<file path="config.mk">
export PLATFORM = sky130hd
export DESIGN_NAME = spm_core
export DESIGN_NICKNAME = d
export VERILOG_FILES = /design/src/spm_pkg.sv /design/src/spm_core.sv
export SDC_FILE = /design/constraint.sdc
export NUM_CORES = 1
export LEC_CHECK = 0
export BUFFER_PORTS_ARGS = -buffer_cell sky130_fd_sc_hd__buf_4
export CAP_MARGIN = 40
export CORE_ASPECT_RATIO = 1.5
export CORE_MARGIN = 3
export CORE_UTILIZATION = 25
export CTS_CLUSTER_DIAMETER = 30
export DETAILED_ROUTE_END_ITERATION = 16
export PLACE_DENSITY = 0.44
export SLEW_MARGIN = 30
export SYNTH_ARGS = -nofsm -noshare
export SYNTH_HDL_FRONTEND = slang
export SYNTH_SLANG_ARGS = --single-unit
</file>
<file path="constraint.sdc">
create_clock -name clk_sys -period 11.2 [get_ports clk_sys]
set_input_delay 0 -clock clk_sys [delete_from_list [all_inputs] [get_ports clk_sys]]
set_output_delay 0 -clock clk_sys [all_outputs]
set_load 0.005 [all_outputs]
</file>
<file path="src/spm_pkg.sv">
// constants and register layout for the serial port block
// Behaviour
// - set byte_done_flag after every byte in every mode; interrupt when enabled
// - data write while transmit buffer full sets collision flag, byte discarded
// - write_collision_enable low: collision flag never sets nor interrupts
// - master in select mode 01 with select low: mode fault, clear master/port enable
// - slave byte done with unread receive byte: overrun, keep old, drop new
// - the four flags stay set until software clears them
// - clock_phase picks data centred on first or second serial clock edge
// - clock_polarity sets serial clock idle level low or high
// - master serial clock is system clock over 2*(rate+1), half period at least 2 clocks; slave ignores rate
// - master never shifts faster than a quarter of the system clock or 12.5 MHz
// - slave samples input mid-bit; master samples in last clock of each bit
// - transfer_busy reads 1 while the master runs, or in slave role from the end of the first bit to the end of the byte
// - master_enable 0 selects slave role, 1 selects master role
// - selected_status reads de-glitched select pin, 1 while low
// - select_pin_raw reads the raw select pin level
// - receive_empty 1 when nothing unread; always 1 in master mode
// - select mode 00 unused, 01 input, 1x output driven with low bit
// - transmit_empty clears on buffer write, sets when byte moves to shifter
// - port_enable turns the whole interface off or on
// - data write fills transmit buffer and starts master; read returns receive buffer
// - full duplex, most significant bit first in both directions
// - 4-wire slave resets bit counter on select falling edge
package spm_pkg;
   // register indices on the special function register port
   localparam logic [1:0] IDX_CFG = 2'h0;
   localparam logic [1:0] IDX_CTL = 2'h1;
   localparam logic [1:0] IDX_CKR = 2'h2;
   localparam logic [1:0] IDX_DAT = 2'h3;
   // config register bits
   localparam int CFG_BUSY = 7;
   localparam int CFG_MASTER_ENABLE = 6;
   localparam int CFG_PHASE = 5;
   localparam int CFG_POL = 4;
   localparam int CFG_SELECTED = 3;
   localparam int CFG_PINRAW = 2;
   localparam int CFG_WCOLEN = 1;
   localparam int CFG_RXEMPTY = 0;
   // control register bits
   localparam int CTL_DONE = 7;
   localparam int CTL_WRITE_COLLISION_FLAG = 6;
   localparam int CTL_MODE_FAULT_FLAG = 5;
   localparam int CTL_OVRN = 4;
   localparam int CTL_MODE_HI = 3;
   localparam int CTL_MODE_LO = 2;
   localparam int CTL_TXEMPTY = 1;
   localparam int CTL_EN = 0;
   // select modes
   localparam logic [1:0] MODE_3WIRE = 2'h0;
   localparam logic [1:0] MODE_4WIRE_IN = 2'h1;
   // reset values
   localparam logic [1:0] RST_MODE = 2'h1;
   localparam logic [7:0] RST_BYTE = 8'h00;
   localparam logic [3:0] RST_PINS = 4'h1;
   // timing
   localparam int CLK_HZ = 50_000_000;
   localparam int SCK_MAX_HZ = 12_500_000;
   localparam int MIN_HALF_INT = (CLK_HZ + 2 * SCK_MAX_HZ - 1) / (2 * SCK_MAX_HZ);
   localparam logic [8:0] MIN_HALF = 9'(MIN_HALF_INT);
endpackage
</file>
<file path="src/spm_core.sv">
// serial peripheral port: master/slave engine, registers and pin control
`timescale 1ns/10ps
module spm_core
   import spm_pkg::*;
(
   // clock and reset
   input wire logic clk_sys,
   input wire logic arst_n,
   // special function register port
   input wire logic [1:0] reg_idx,
   input wire logic reg_wr,
   input wire logic reg_rd,
   input wire logic [7:0] reg_wdata,
   output logic [7:0] reg_rdata,
   // interrupt
   input wire logic int_enable,
   output logic irq_req,
   // serial clock pin
   input wire logic sck_in,
   output logic sck_out,
   output logic sck_oe,
   // master-out pin
   input wire logic mosi_in,
   output logic mosi_out,
   output logic mosi_oe,
   // master-in pin
   input wire logic miso_in,
   output logic miso_out,
   output logic miso_oe,
   // slave select pin
   input wire logic slave_select_n_in,
   output logic slave_select_n_out,
   output logic slave_select_n_oe
);
   typedef enum logic {M_IDLE, M_RUN} spm_mstate_e;

   function automatic logic [8:0] spm_half_len(input logic [7:0] rate);
      logic [8:0] h;
      h = {1'b0, rate} + 9'h001;
      if (h < MIN_HALF) begin
         h = MIN_HALF;
      end
      return h;
   endfunction

   // pin synchronisers {sck, mosi, miso, select}; filter output taken ahead of its hold flop to save a cycle
   logic [3:0] pin_s1_q, pin_s2_q, pin_s3_q, pin_f_q;
   logic [3:0] pin_f_d;
   logic sck_f, mosi_f, miso_f, nss_f;

   // register state
   logic master_en_q, phase_q, pol_q, write_collision_enable_q;
   logic done_q, write_collision_flag_q, mode_fault_flag_q, ovrn_q, txempty_q, port_en_q;
   logic [1:0] mode_q;
   logic [7:0] rate_q, txbuf_q, rxbuf_q, sh_q, rdata_q;
   logic rx_full_q, sh_full_q;

   // engine state
   spm_mstate_e mstate_q;
   logic [8:0] half_cnt_q;
   logic [3:0] edge_q;
   logic tog_q, dout_q, cap_q, sck_prev_q, nss_prev_q;
   logic [2:0] bit_cnt_q;

   assign pin_f_d = (~(pin_s2_q ^ pin_s3_q) & pin_s2_q) | ((pin_s2_q ^ pin_s3_q) & pin_f_q);
   assign sck_f = pin_f_d[3];
   assign mosi_f = pin_f_d[2];
   assign miso_f = pin_f_d[1];
   assign nss_f = pin_f_d[0];

   // decode
   logic wr_cfg, wr_ctl, wr_ckr, wr_dat, rd_dat;
   assign wr_cfg = reg_wr & (reg_idx == IDX_CFG);
   assign wr_ctl = reg_wr & (reg_idx == IDX_CTL);
   assign wr_ckr = reg_wr & (reg_idx == IDX_CKR);
   assign wr_dat = reg_wr & (reg_idx == IDX_DAT);
   assign rd_dat = reg_rd & (reg_idx == IDX_DAT);

   // role and selection
   logic slave_sel, sl_act, m_run;
   assign slave_sel = (mode_q == MODE_4WIRE_IN) ? ~nss_f : 1'b1;
   assign sl_act = port_en_q & ~master_en_q & slave_sel;
   assign m_run = (mstate_q == M_RUN);

   // master timing
   logic [8:0] half_len;
   logic m_tick, m_first, m_second, m_done;
   assign half_len = spm_half_len(rate_q);
   assign m_tick = m_run & (half_cnt_q == half_len - 9'h001);
   assign m_first = m_tick & ~edge_q[0];
   assign m_second = m_tick & edge_q[0];
   assign m_done = m_second & (edge_q == 4'hf);

   // slave edges, leading edge leaves the idle level
   logic sck_chg, s_lead, s_trail, s_done, nss_fall;
   assign sck_chg = sl_act & (sck_f != sck_prev_q);
   assign s_lead = sck_chg & (sck_f ^ pol_q);
   assign s_trail = sck_chg & ~(sck_f ^ pol_q);
   assign s_done = s_trail & (bit_cnt_q == 3'h7);
   assign nss_fall = nss_prev_q & ~nss_f & (mode_q == MODE_4WIRE_IN);

   // shifter events
   logic load_sh, m_start, abort, mode_fault_flag_evt, ovrn_evt, write_collision_flag_evt, wr_ok, rx_load;
   logic [7:0] sh_next;
   assign mode_fault_flag_evt = port_en_q & master_en_q & (mode_q == MODE_4WIRE_IN) & ~nss_f;
   assign abort = ~port_en_q | mode_fault_flag_evt;
   assign load_sh = port_en_q & ~txempty_q & ~sh_full_q & (master_en_q ? ~m_run : (bit_cnt_q == 3'h0));
   assign m_start = load_sh & master_en_q;
   // middle of the bit is the first edge for phase 0 and the second for phase 1
   assign sh_next = m_second ? {sh_q[6:0], miso_f} : {sh_q[6:0], (phase_q ? mosi_f : cap_q)};
   assign wr_ok = wr_dat & txempty_q;
   assign write_collision_flag_evt = wr_dat & ~txempty_q & write_collision_enable_q;
   assign ovrn_evt = s_done & rx_full_q;
   assign rx_load = m_done | (s_done & ~rx_full_q);

   // read mux
   logic [7:0] cfg_val, ctl_val, rd_val;
   logic busy, rx_empty;
   assign busy = m_run | (sl_act & (bit_cnt_q != 3'h0));
   assign rx_empty = master_en_q | ~rx_full_q;
   always_comb begin
      cfg_val = 8'h00;
      cfg_val[CFG_BUSY] = busy;
      cfg_val[CFG_MASTER_ENABLE] = master_en_q;
      cfg_val[CFG_PHASE] = phase_q;
      cfg_val[CFG_POL] = pol_q;
      cfg_val[CFG_SELECTED] = ~nss_f;
      cfg_val[CFG_PINRAW] = slave_select_n_in;
      cfg_val[CFG_WCOLEN] = write_collision_enable_q;
      cfg_val[CFG_RXEMPTY] = rx_empty;
      ctl_val = 8'h00;
      ctl_val[CTL_DONE] = done_q;
      ctl_val[CTL_WRITE_COLLISION_FLAG] = write_collision_flag_q;
      ctl_val[CTL_MODE_FAULT_FLAG] = mode_fault_flag_q;
      ctl_val[CTL_OVRN] = ovrn_q;
      ctl_val[CTL_MODE_HI] = mode_q[1];
      ctl_val[CTL_MODE_LO] = mode_q[0];
      ctl_val[CTL_TXEMPTY] = txempty_q;
      ctl_val[CTL_EN] = port_en_q;
   end
   assign rd_val = (reg_idx == IDX_CFG) ? cfg_val :
                   (reg_idx == IDX_CTL) ? ctl_val :
                   (reg_idx == IDX_CKR) ? rate_q : rxbuf_q;

   // flag next values: hardware set beats a software clear in the same cycle
   logic done_d, write_collision_flag_d, mode_fault_flag_d, ovrn_d;
   assign done_d = (m_done | s_done) | (done_q & ~(wr_ctl & ~reg_wdata[CTL_DONE]));
   assign write_collision_flag_d = write_collision_flag_evt | (write_collision_flag_q & ~(wr_ctl & ~reg_wdata[CTL_WRITE_COLLISION_FLAG]));
   assign mode_fault_flag_d = mode_fault_flag_evt | (mode_fault_flag_q & ~(wr_ctl & ~reg_wdata[CTL_MODE_FAULT_FLAG]));
   assign ovrn_d = ovrn_evt | (ovrn_q & ~(wr_ctl & ~reg_wdata[CTL_OVRN]));

   always_ff @(posedge clk_sys or negedge arst_n) begin
      if (!arst_n) begin
         pin_s1_q <= RST_PINS;
         pin_s2_q <= RST_PINS;
         pin_s3_q <= RST_PINS;
         pin_f_q <= RST_PINS;
      end else begin
         pin_s1_q <= {sck_in, mosi_in, miso_in, slave_select_n_in};
         pin_s2_q <= pin_s1_q;
         pin_s3_q <= pin_s2_q;
         pin_f_q <= pin_f_d;
      end
   end

   // configuration and control registers
   always_ff @(posedge clk_sys or negedge arst_n) begin
      if (!arst_n) begin
         master_en_q <= 1'b0;
         phase_q <= 1'b0;
         pol_q <= 1'b0;
         write_collision_enable_q <= 1'b0;
         mode_q <= RST_MODE;
         port_en_q <= 1'b0;
         rate_q <= RST_BYTE;
      end else begin
         if (wr_cfg) begin
            phase_q <= reg_wdata[CFG_PHASE];
            pol_q <= reg_wdata[CFG_POL];
            write_collision_enable_q <= reg_wdata[CFG_WCOLEN];
         end
         if (wr_ctl) begin
            mode_q <= reg_wdata[CTL_MODE_HI:CTL_MODE_LO];
         end
         if (wr_ckr) begin
            rate_q <= reg_wdata;
         end
         if (mode_fault_flag_evt) begin
            master_en_q <= 1'b0;
            port_en_q <= 1'b0;
         end else begin
            if (wr_cfg) begin
               master_en_q <= reg_wdata[CFG_MASTER_ENABLE];
            end
            if (wr_ctl) begin
               port_en_q <= reg_wdata[CTL_EN];
            end
         end
      end
   end

   always_ff @(posedge clk_sys or negedge arst_n) begin
      if (!arst_n) begin
         done_q <= 1'b0;
         write_collision_flag_q <= 1'b0;
         mode_fault_flag_q <= 1'b0;
         ovrn_q <= 1'b0;
         rdata_q <= RST_BYTE;
      end else begin
         done_q <= done_d;
         write_collision_flag_q <= write_collision_flag_d;
         mode_fault_flag_q <= mode_fault_flag_d;
         ovrn_q <= ovrn_d;
         if (reg_rd) begin
            rdata_q <= rd_val;
         end
      end
   end

   // transmit and receive buffers
   always_ff @(posedge clk_sys or negedge arst_n) begin
      if (!arst_n) begin
         txbuf_q <= RST_BYTE;
         txempty_q <= 1'b1;
         rxbuf_q <= RST_BYTE;
         rx_full_q <= 1'b0;
      end else begin
         if (wr_ok) begin
            txbuf_q <= reg_wdata;
            txempty_q <= 1'b0;
         end else if (load_sh) begin
            txempty_q <= 1'b1;
         end
         if (rx_load) begin
            rxbuf_q <= sh_next;
         end
         if (s_done & ~rx_full_q) begin
            rx_full_q <= 1'b1;
         end else if (rd_dat | master_en_q) begin
            rx_full_q <= 1'b0;
         end
      end
   end

   // shift register shared by both roles
   always_ff @(posedge clk_sys or negedge arst_n) begin
      if (!arst_n) begin
         sh_q <= RST_BYTE;
         sh_full_q <= 1'b0;
      end else begin
         if (load_sh) begin
            sh_q <= txbuf_q;
            sh_full_q <= 1'b1;
         end else if (m_second | s_trail) begin
            sh_q <= sh_next;
         end
         if (abort | m_done | s_done) begin
            sh_full_q <= 1'b0;
         end
      end
   end

   // master sequencer
   always_ff @(posedge clk_sys or negedge arst_n) begin
      if (!arst_n) begin
         mstate_q <= M_IDLE;
         half_cnt_q <= 9'h000;
         edge_q <= 4'h0;
         tog_q <= 1'b0;
      end else begin
         case (mstate_q)
            M_IDLE: begin
               half_cnt_q <= 9'h000;
               edge_q <= 4'h0;
               tog_q <= 1'b0;
               if (m_start & ~abort) begin
                  mstate_q <= M_RUN;
               end
            end
            M_RUN: begin
               if (abort) begin
                  mstate_q <= M_IDLE;
                  tog_q <= 1'b0;
               end else if (m_tick) begin
                  half_cnt_q <= 9'h000;
                  edge_q <= edge_q + 4'h1;
                  tog_q <= ~tog_q;
                  if (m_done) begin
                     mstate_q <= M_IDLE;
                  end
               end else begin
                  half_cnt_q <= half_cnt_q + 9'h001;
               end
            end
            default: begin
               mstate_q <= M_IDLE;
            end
         endcase
      end
   end

   // outgoing data bit and slave bit counter
   always_ff @(posedge clk_sys or negedge arst_n) begin
      if (!arst_n) begin
         dout_q <= 1'b0;
         cap_q <= 1'b0;
         bit_cnt_q <= 3'h0;
         sck_prev_q <= 1'b0;
         nss_prev_q <= 1'b1;
      end else begin
         sck_prev_q <= sck_f;
         nss_prev_q <= nss_f;
         // phase 0 presents the bit before the first edge, phase 1 at the first edge
         if (m_start & ~phase_q) begin
            dout_q <= txbuf_q[7];
         end else if (m_second & ~phase_q) begin
            dout_q <= sh_q[6];
         end else if ((m_first | s_lead) & phase_q) begin
            dout_q <= sh_q[7];
         end
         if (s_lead & ~phase_q) begin
            cap_q <= mosi_f;
         end
         if (abort | master_en_q | nss_fall | (mode_q == MODE_4WIRE_IN & nss_f)) begin
            bit_cnt_q <= 3'h0;
         end else if (s_trail) begin
            bit_cnt_q <= bit_cnt_q + 3'h1;
         end
      end
   end

   // pin drive
   assign sck_out = pol_q ^ tog_q;
   assign sck_oe = port_en_q & master_en_q;
   assign mosi_out = dout_q;
   assign mosi_oe = port_en_q & master_en_q;
   assign miso_out = phase_q ? dout_q : sh_q[7];
   assign miso_oe = sl_act;
   assign slave_select_n_out = mode_q[0];
   assign slave_select_n_oe = port_en_q & mode_q[1];

   assign reg_rdata = rdata_q;
   assign irq_req = int_enable & (done_q | (write_collision_flag_q & write_collision_enable_q) | mode_fault_flag_q | ovrn_q);
endmodule

</file>
==> results.cfg, run 1 <==
[run_status]
status = finished clean

[floorplanning]
core_area_um2 = 18100
die_x_um = 117
start_util_pct = 25.7
die_area_um2 = 20300
io_pins = 36
rows = 60
fp.dieH_um = 173

[hold_path]
min-delay-start = reg_wr
min_path_type = input pin to register

[worst_setup_path]
ff2ff_setup_slack_ns = 6.23
worst-setup-path-type = register to register
cp-end-kind = register
cp_max_fo = 10
arrival_ns = 5.19
cp.required_ns = 11.42
r2r_start = rate_q[0]
cp-start-kind = register
critical_path.startpoint = rate_q[0]

[synthesis]
synth_ff_type = dfrtp_1
synthArstFlopShare_pct = 100
ys_types = 56
synth_cells = 418
ys_ff_latch = 90
syn-num-nets = 444
yosysWarnings = 0
avgSynthCellArea_um2 = 11.1
synth_enable_flop_cells = 0
ys_seq_area_share_pct = 48.5
syn-cell-area_um2 = 4660

[pwr]
power_leakage_nw = 2.37
ir_drop_mv = 0.0856
powerDensity_nw_per_um2 = 174

[detailed_routing]
drt-initial-drc-count = 137
vias = 3302
wire_per_inst_um = 16.6
via_per_inst = 4.61
firstDrtPassIters = 4
post-route-drc-count = 0
final_antenna_net_count = 0
routed_wirelength_um = 11900

[layout]
diodes = 0
drive_gt1_share_pct = 24.9
utilization_pct = 31.1
synthToLayoutAreaGrowth_pct = 20.7
n_fill_cell = 1855
multi_input_area_um2 = 2240
fin_nets = 490
seq_area_um2 = 2260

[timing]
setup_violations = 0
skew_ns = 0.00608
tightest_slew_ns = 0.645
slew_headroom_pct = 57.0
post-route-period-util_pct = 44.4
timing.final.ws_setup_ns = 6.23
rsz0062_at_grt = no
final_max_slew_viol_count = 0
hold_viol = 0
finalSetupTns_ns = 0
period_needed_ns = 4.97
timing.fmax_ghz = 0.201

[grt]
track_usage_pct = 12.1
grt_max_degree = 50
grt_pass1_vias = 3461
grt_pass1_wl_um = 19400
antenna_found_initial = 0
grt_overflow = 0

[place]
pre_cts_slack_ns = 6.24
port_buffers = 35
dpl.hpwl_um = 8950
gp_congestion = 0.782

[clocking]
post_cts_resize_count = 0
cts_buffers = 9
cts_setup_buffers = 0
cts.sinks = 90
cts_tree = yes
worstSkewPairLatency_ns = 0.34
clkSlewWorstSetupHoldPaths_ns = 0.06
cts.path.max_buffers = 2
cts_max_level = 3
cts-root-buf = clkbuf_16

[run]
maxCapViolations = 0
sequential cells by signal, summed over array words and instances (netlist names), 2 cells and up:
| name | count |
|---|---|
| edge_q | 4 |
| pin_f_q | 4 |
| pin_s1_q | 4 |
| rate_q | 8 |
| mode_q | 2 |
| pin_s3_q | 4 |
| pin_s2_q | 4 |
| txbuf_q | 8 |
| reg_rdata | 8 |
| rxbuf_q | 8 |
| half_cnt_q | 9 |
| sh_q | 8 |
| bit_cnt_q | 3 |
worst paths after layout:
path                                end  cells past startpoint
setup / recovery             rxbuf_q[4]                     16
hold / removal                txempty_q                      4
setup reg to reg             rxbuf_q[4]                     16
hold reg to reg             pin_s2_q[3]                      0
max in group asynchronous     txempty_q                      4
min in group asynchronous  reg_rdata[2]                      2
what timing repair did:
item / in CTS / in global routing
hold buffers: 14 / 0
endpoints found under the setup margin: 0 / 0
hold endpoints to repair: 72 / 0
cell usage after synthesis (all sizes together) (2+ instances only):
master,instances,area share (%)
a2111oi,2,0.78
a21boi,2,0.32
a21o,5,0.81
a21oi,13,1.4
and2,2,0.27
and3,7,1.0
buf,8,1.3
clkbuf,9,0.73
dfrtp,84,45
dfstp,6,3.4
ha,7,1.9
inv,17,1.4
maj3,4,0.86
mux2,42,10
mux2i,12,2.6
mux4,7,3.5
nand2,48,3.9
nand2b,3,0.40
nand3,9,0.97
nand3b,2,0.32
nand4,5,0.67
nor2,17,1.4
nor2b,4,0.54
nor3,14,1.5
nor3b,7,1.1
o211a,2,0.43
o21a,3,0.48
o21ai,27,2.9
o22ai,5,0.97
o31ai,3,0.78
or2,4,0.54
or3,4,0.54
xnor2,15,2.8
xor2,7,1.3
cells in the final DEF (no fill, tap or decap), drive strengths merged, types with 2 or more instances in the layout:
cell type	instances
a21oi	13
nand4	5
or3	4
dfrtp	84
nand2	48
nand2b	3
buf	38
maj3	4
nor3	14
o211a	2
dfstp	6
mux2	42
dlygate4sd3	14
ha	7
and3	7
clkbuf	12
nor2b	4
or2	4
nor3b	7
clkinvlp	2
o21a	3
nand3	9
xnor2	15
a21boi	2
mux4	7
o21ai	27
inv	17
nand3b	2
a2111oi	2
o31ai	3
a21o	5
nor2	17
o22ai	5
xor2	7
mux2i	12
and2	2
logic make-up (layout without fill, tap and decap cells):
kind of cell             count (synthesis)  in the layout  share of synthesized area (%)
buffers and inverters                   34             85                           3.41
adder cells (fa/ha/maj)                 11             11                           2.74
XOR/XNOR                                23             23                           4.62
AND/OR/NAND/NOR                        128            128                           13.5
flip-flops                              90             90                           48.5
multiplexers                            61             61                           16.4
AO/OA/AOI/OAI                           71             71                           10.7
through the flow:
stage	power [W]	std cells	hold slack (ns)	cell area (µm²)
2_1_floorplan	0.000577	418	-0.296	4660
3_3_place_gp	0.000663	685	-0.0815	5140
3_5_place_dp	0.000667	687	-0.0793	5180
4_1_cts	0.000987	717	0.0116	5620
5_1_grt	0.00103	717	0.0271	5620
6_report	0.000976	717	0.00743	5620
power breakdown:
| group | total [W] | internal [W] | switching (W) | leakage, nW |
|---|---|---|---|---|
| clock | 0.000315 | 0.000185 | 0.000130 | 0.145 |
| sequential | 0.000444 | 0.000384 | 0.0000593 | 1.13 |
| combinational | 0.000217 | 0.000114 | 0.000102 | 1.10 |
| total | 0.000976 | 0.000684 | 0.000292 | 2.37 |
critical path: stages, from the launching register on:
cell       delay [ns]
dfrtp_1          0.49
ha_1             0.34
nand4_1          0.15
or2_2            0.33
a211oi_2         0.37
and2_1           0.27
or2_2            0.16
ha_1             0.27
nand2_1          0.11
a21oi_1          0.19
xor2_1           0.23
nand4_1          0.18
a2111oi_4        0.22
o221ai_2         0.31
or3_1            0.55
o22ai_4          0.31
mux2_2           0.38
layout make-up:
class / instances / share of cell area, %
Timing Repair Buffer: 52 / 7.88
Sequential cell: 90 / 40.2
Clock inverter: 4 / 0.890
Inverter: 17 / 1.13
Clock buffer: 12 / 4.56
Tap cell: 248 / 5.52
Multi-Input combinational cell: 294 / 39.8
metal layers:
layer  track usage (%)  routed length [µm]
met5                 0                   0
met4              3.81                 228
met3              2.03                 233
met2              23.0                6560
met1              13.7                4900
Power figures use the tool's default switching activity.
==> run 2: changes to the inputs <==
- clock period: 11.2 -> 4.6 ns (I/O delays scaled with it)
==> run 2 against run 1 <==
Effect of this change: worst hold slack improved by 0.044 ns; via count rose by 1.7%; wire length rose by 1.6%; maximum frequency rose by 15%; clock-buffer cell count did not move; register-to-register slack got worse by 5.9 ns; global-route usage rose by 0.13 points; power rose by 150%; clock skew rose by 0.0061 ns; clock power rose to 2.6 times the previous value; largest cell class unchanged.
==> results.cfg, run 2 (synthesized netlist as in run 1, its figures left out) <==
[floorplanning]
io_pins = 36
die_area_um2 = 20300
fp.dieH_um = 173
start_util_pct = 25.7
core_area_um2 = 18100
rows = 60
die_x_um = 117

[pwr]
p_int_w = 0.00172
share_seq_of_total_power_pct = 44.4
switching_share_pct = 29.4
ir_drop_mv = 0.144
p_comb_share_pct = 22.5
clockPowerShare_pct = 33.1
powerDensity_nw_per_um2 = 427
p_switching_w = 0.000714
power_leakage_nw = 2.41

[timing]
final_max_slew_viol_count = 0
setup_violations = 0
hold_viol = 0
rsz0062_at_grt = no
period_needed_ns = 4.31
tightest_slew_ns = 0.760
slew_headroom_pct = 48.0
finalSetupTns_ns = 0
post-route-period-util_pct = 93.6
skew_ns = 0.0121
timing.fmax_ghz = 0.232

[layout]
final_cell_mix = dfrtp_1, nand2_1, buf_4
utilization_pct = 31.5
instances_no_fill = 724
multi_input_area_um2 = 2250
n_fill_cell = 1844
seq_area_um2 = 2260
stdcell_area_um2 = 5700
layout_commonest_cell = dfrtp_1
largest_register_ffs = 9
diodes = 0
fin_nets = 497
synthToLayoutAreaGrowth_pct = 22.3
top_register = half_cnt_q
drive_gt1_share_pct = 26.5

[worst_setup_path]
worst-setup-path-type = register to register
cp.required_ns = 4.82
cp-endpoint = rxbuf_q[6]
cp-start-kind = register
reg2reg_depth = 18
r2r-end = rxbuf_q[6]
r2r_start = rate_q[0]
arrival_ns = 4.53
ff2ff_setup_slack_ns = 0.29
critical_path.startpoint = rate_q[0]
cp_max_fo = 9
cp-end-kind = register

[clocking]
cts_max_level = 3
cts-root-buf = clkbuf_16
worstSkewPairLatency_ns = 0.34
clkSlewWorstSetupHoldPaths_ns = 0.07
cts.path.max_buffers = 2
cts_tree = yes
cts.sinks = 90
cts_buffers = 9

[detailed_routing]
post-route-drc-count = 0
via_per_inst = 4.64
vias = 3358
wire_per_inst_um = 16.7
final_antenna_net_count = 0
routed_wirelength_um = 12100
drt-initial-drc-count = 146
firstDrtPassIters = 6

[grt]
grt_pass1_wl_um = 19400
grt_max_degree = 52
antenna_found_initial = 0
grt_pass1_vias = 3442
grt_overflow = 0
track_usage_pct = 12.2

[run]
maxCapViolations = 0

[place]
port_buffers = 35
placed_cell_area_um2 = 5200
gp_congestion = 0.829
dp_cells = 693
dpl.hpwl_um = 9020

[run_status]
status = finished clean

[hold_path]
min_path_type = input pin to register
[run 2: per-stage QoR]
step | setup WS [ns] | total power (W) | hold WS, ns
finish | 0.292 | 0.00243 | 0.0510
global route | 0.0160 | 0.00257 | 0.0502
CTS | 0.142 | 0.00246 | 0.0425
detailed placement | 0.183 | 0.00164 | 0.0221
global placement | 0.236 | 0.00163 | 0.0198
floorplan | 0.243 | 0.00140 | -0.296
[run 2: worst min-delay path by stage]
stage / endpoint / from / cells after the start / slack [ns]
after detailed placement: reg_rdata[3] / arst_n / 1 / 0.02
after floorplan: bit_cnt_q[0] / arst_n / 0 / -0.30
after global placement: reg_rdata[3] / arst_n / 1 / 0.02
after global routing: txempty_q / reg_wr / 4 / 0.05
final: write_collision_flag_q / reg_idx[1] / 3 / 0.05
after CTS: write_collision_flag_q / reg_idx[1] / 3 / 0.04
[run 2: area by class of cell]
class / instances / share of cell area (%)
Sequential cell: 90 / 39.7
Multi-Input combinational cell: 294 / 39.5
Timing Repair Buffer: 59 / 8.56
Tap cell: 248 / 5.45
Clock buffer: 12 / 4.33
Clock inverter: 4 / 1.34
Inverter: 17 / 1.12
[run 2: routing by layer]
layer  part of all wire (%)  GRT usage, %
met5                      0             0
met3                    2.3          2.00
met4                    2.4          5.04
met2                     55          22.1
met1                     41          14.3
[run 2: critical path, cell delays in order (launching register included)]
cell,delay (ns)
dfrtp_1,0.49
ha_2,0.31
nand4_1,0.13
or2_2,0.32
a211oi_2,0.21
and2_1,0.25
or2_2,0.16
ha_1,0.15
buf_4,0.14
nand2_1,0.05
a21oi_1,0.21
xor2_1,0.17
nand4_1,0.16
a2111oi_4,0.22
o221ai_2,0.16
or3_4,0.41
o22ai_4,0.17
buf_12,0.15
mux2_2,0.32
[run 2: what timing repair did]
item | 4_1_cts | 5_1_grt
endpoints found under the setup margin | 0 | 12
setup buffers | 0 | 1
gates resized for setup | 0 | 3
hold buffers | 14 | 0
hold endpoints to repair | 68 | 0
[run 2: power by group through the flow]
stage | Combinational, W | Sequential [W] | Clock (W)
6_report | 0.000547 | 0.00108 | 0.000805
5_1_grt | 0.000609 | 0.00110 | 0.000864
4_1_cts | 0.000556 | 0.00108 | 0.000828
3_5_place_dp | 0.000542 | 0.00109 | 0
3_3_place_gp | 0.000540 | 0.00109 | 0
2_1_floorplan | 0.000380 | 0.00103 | 0
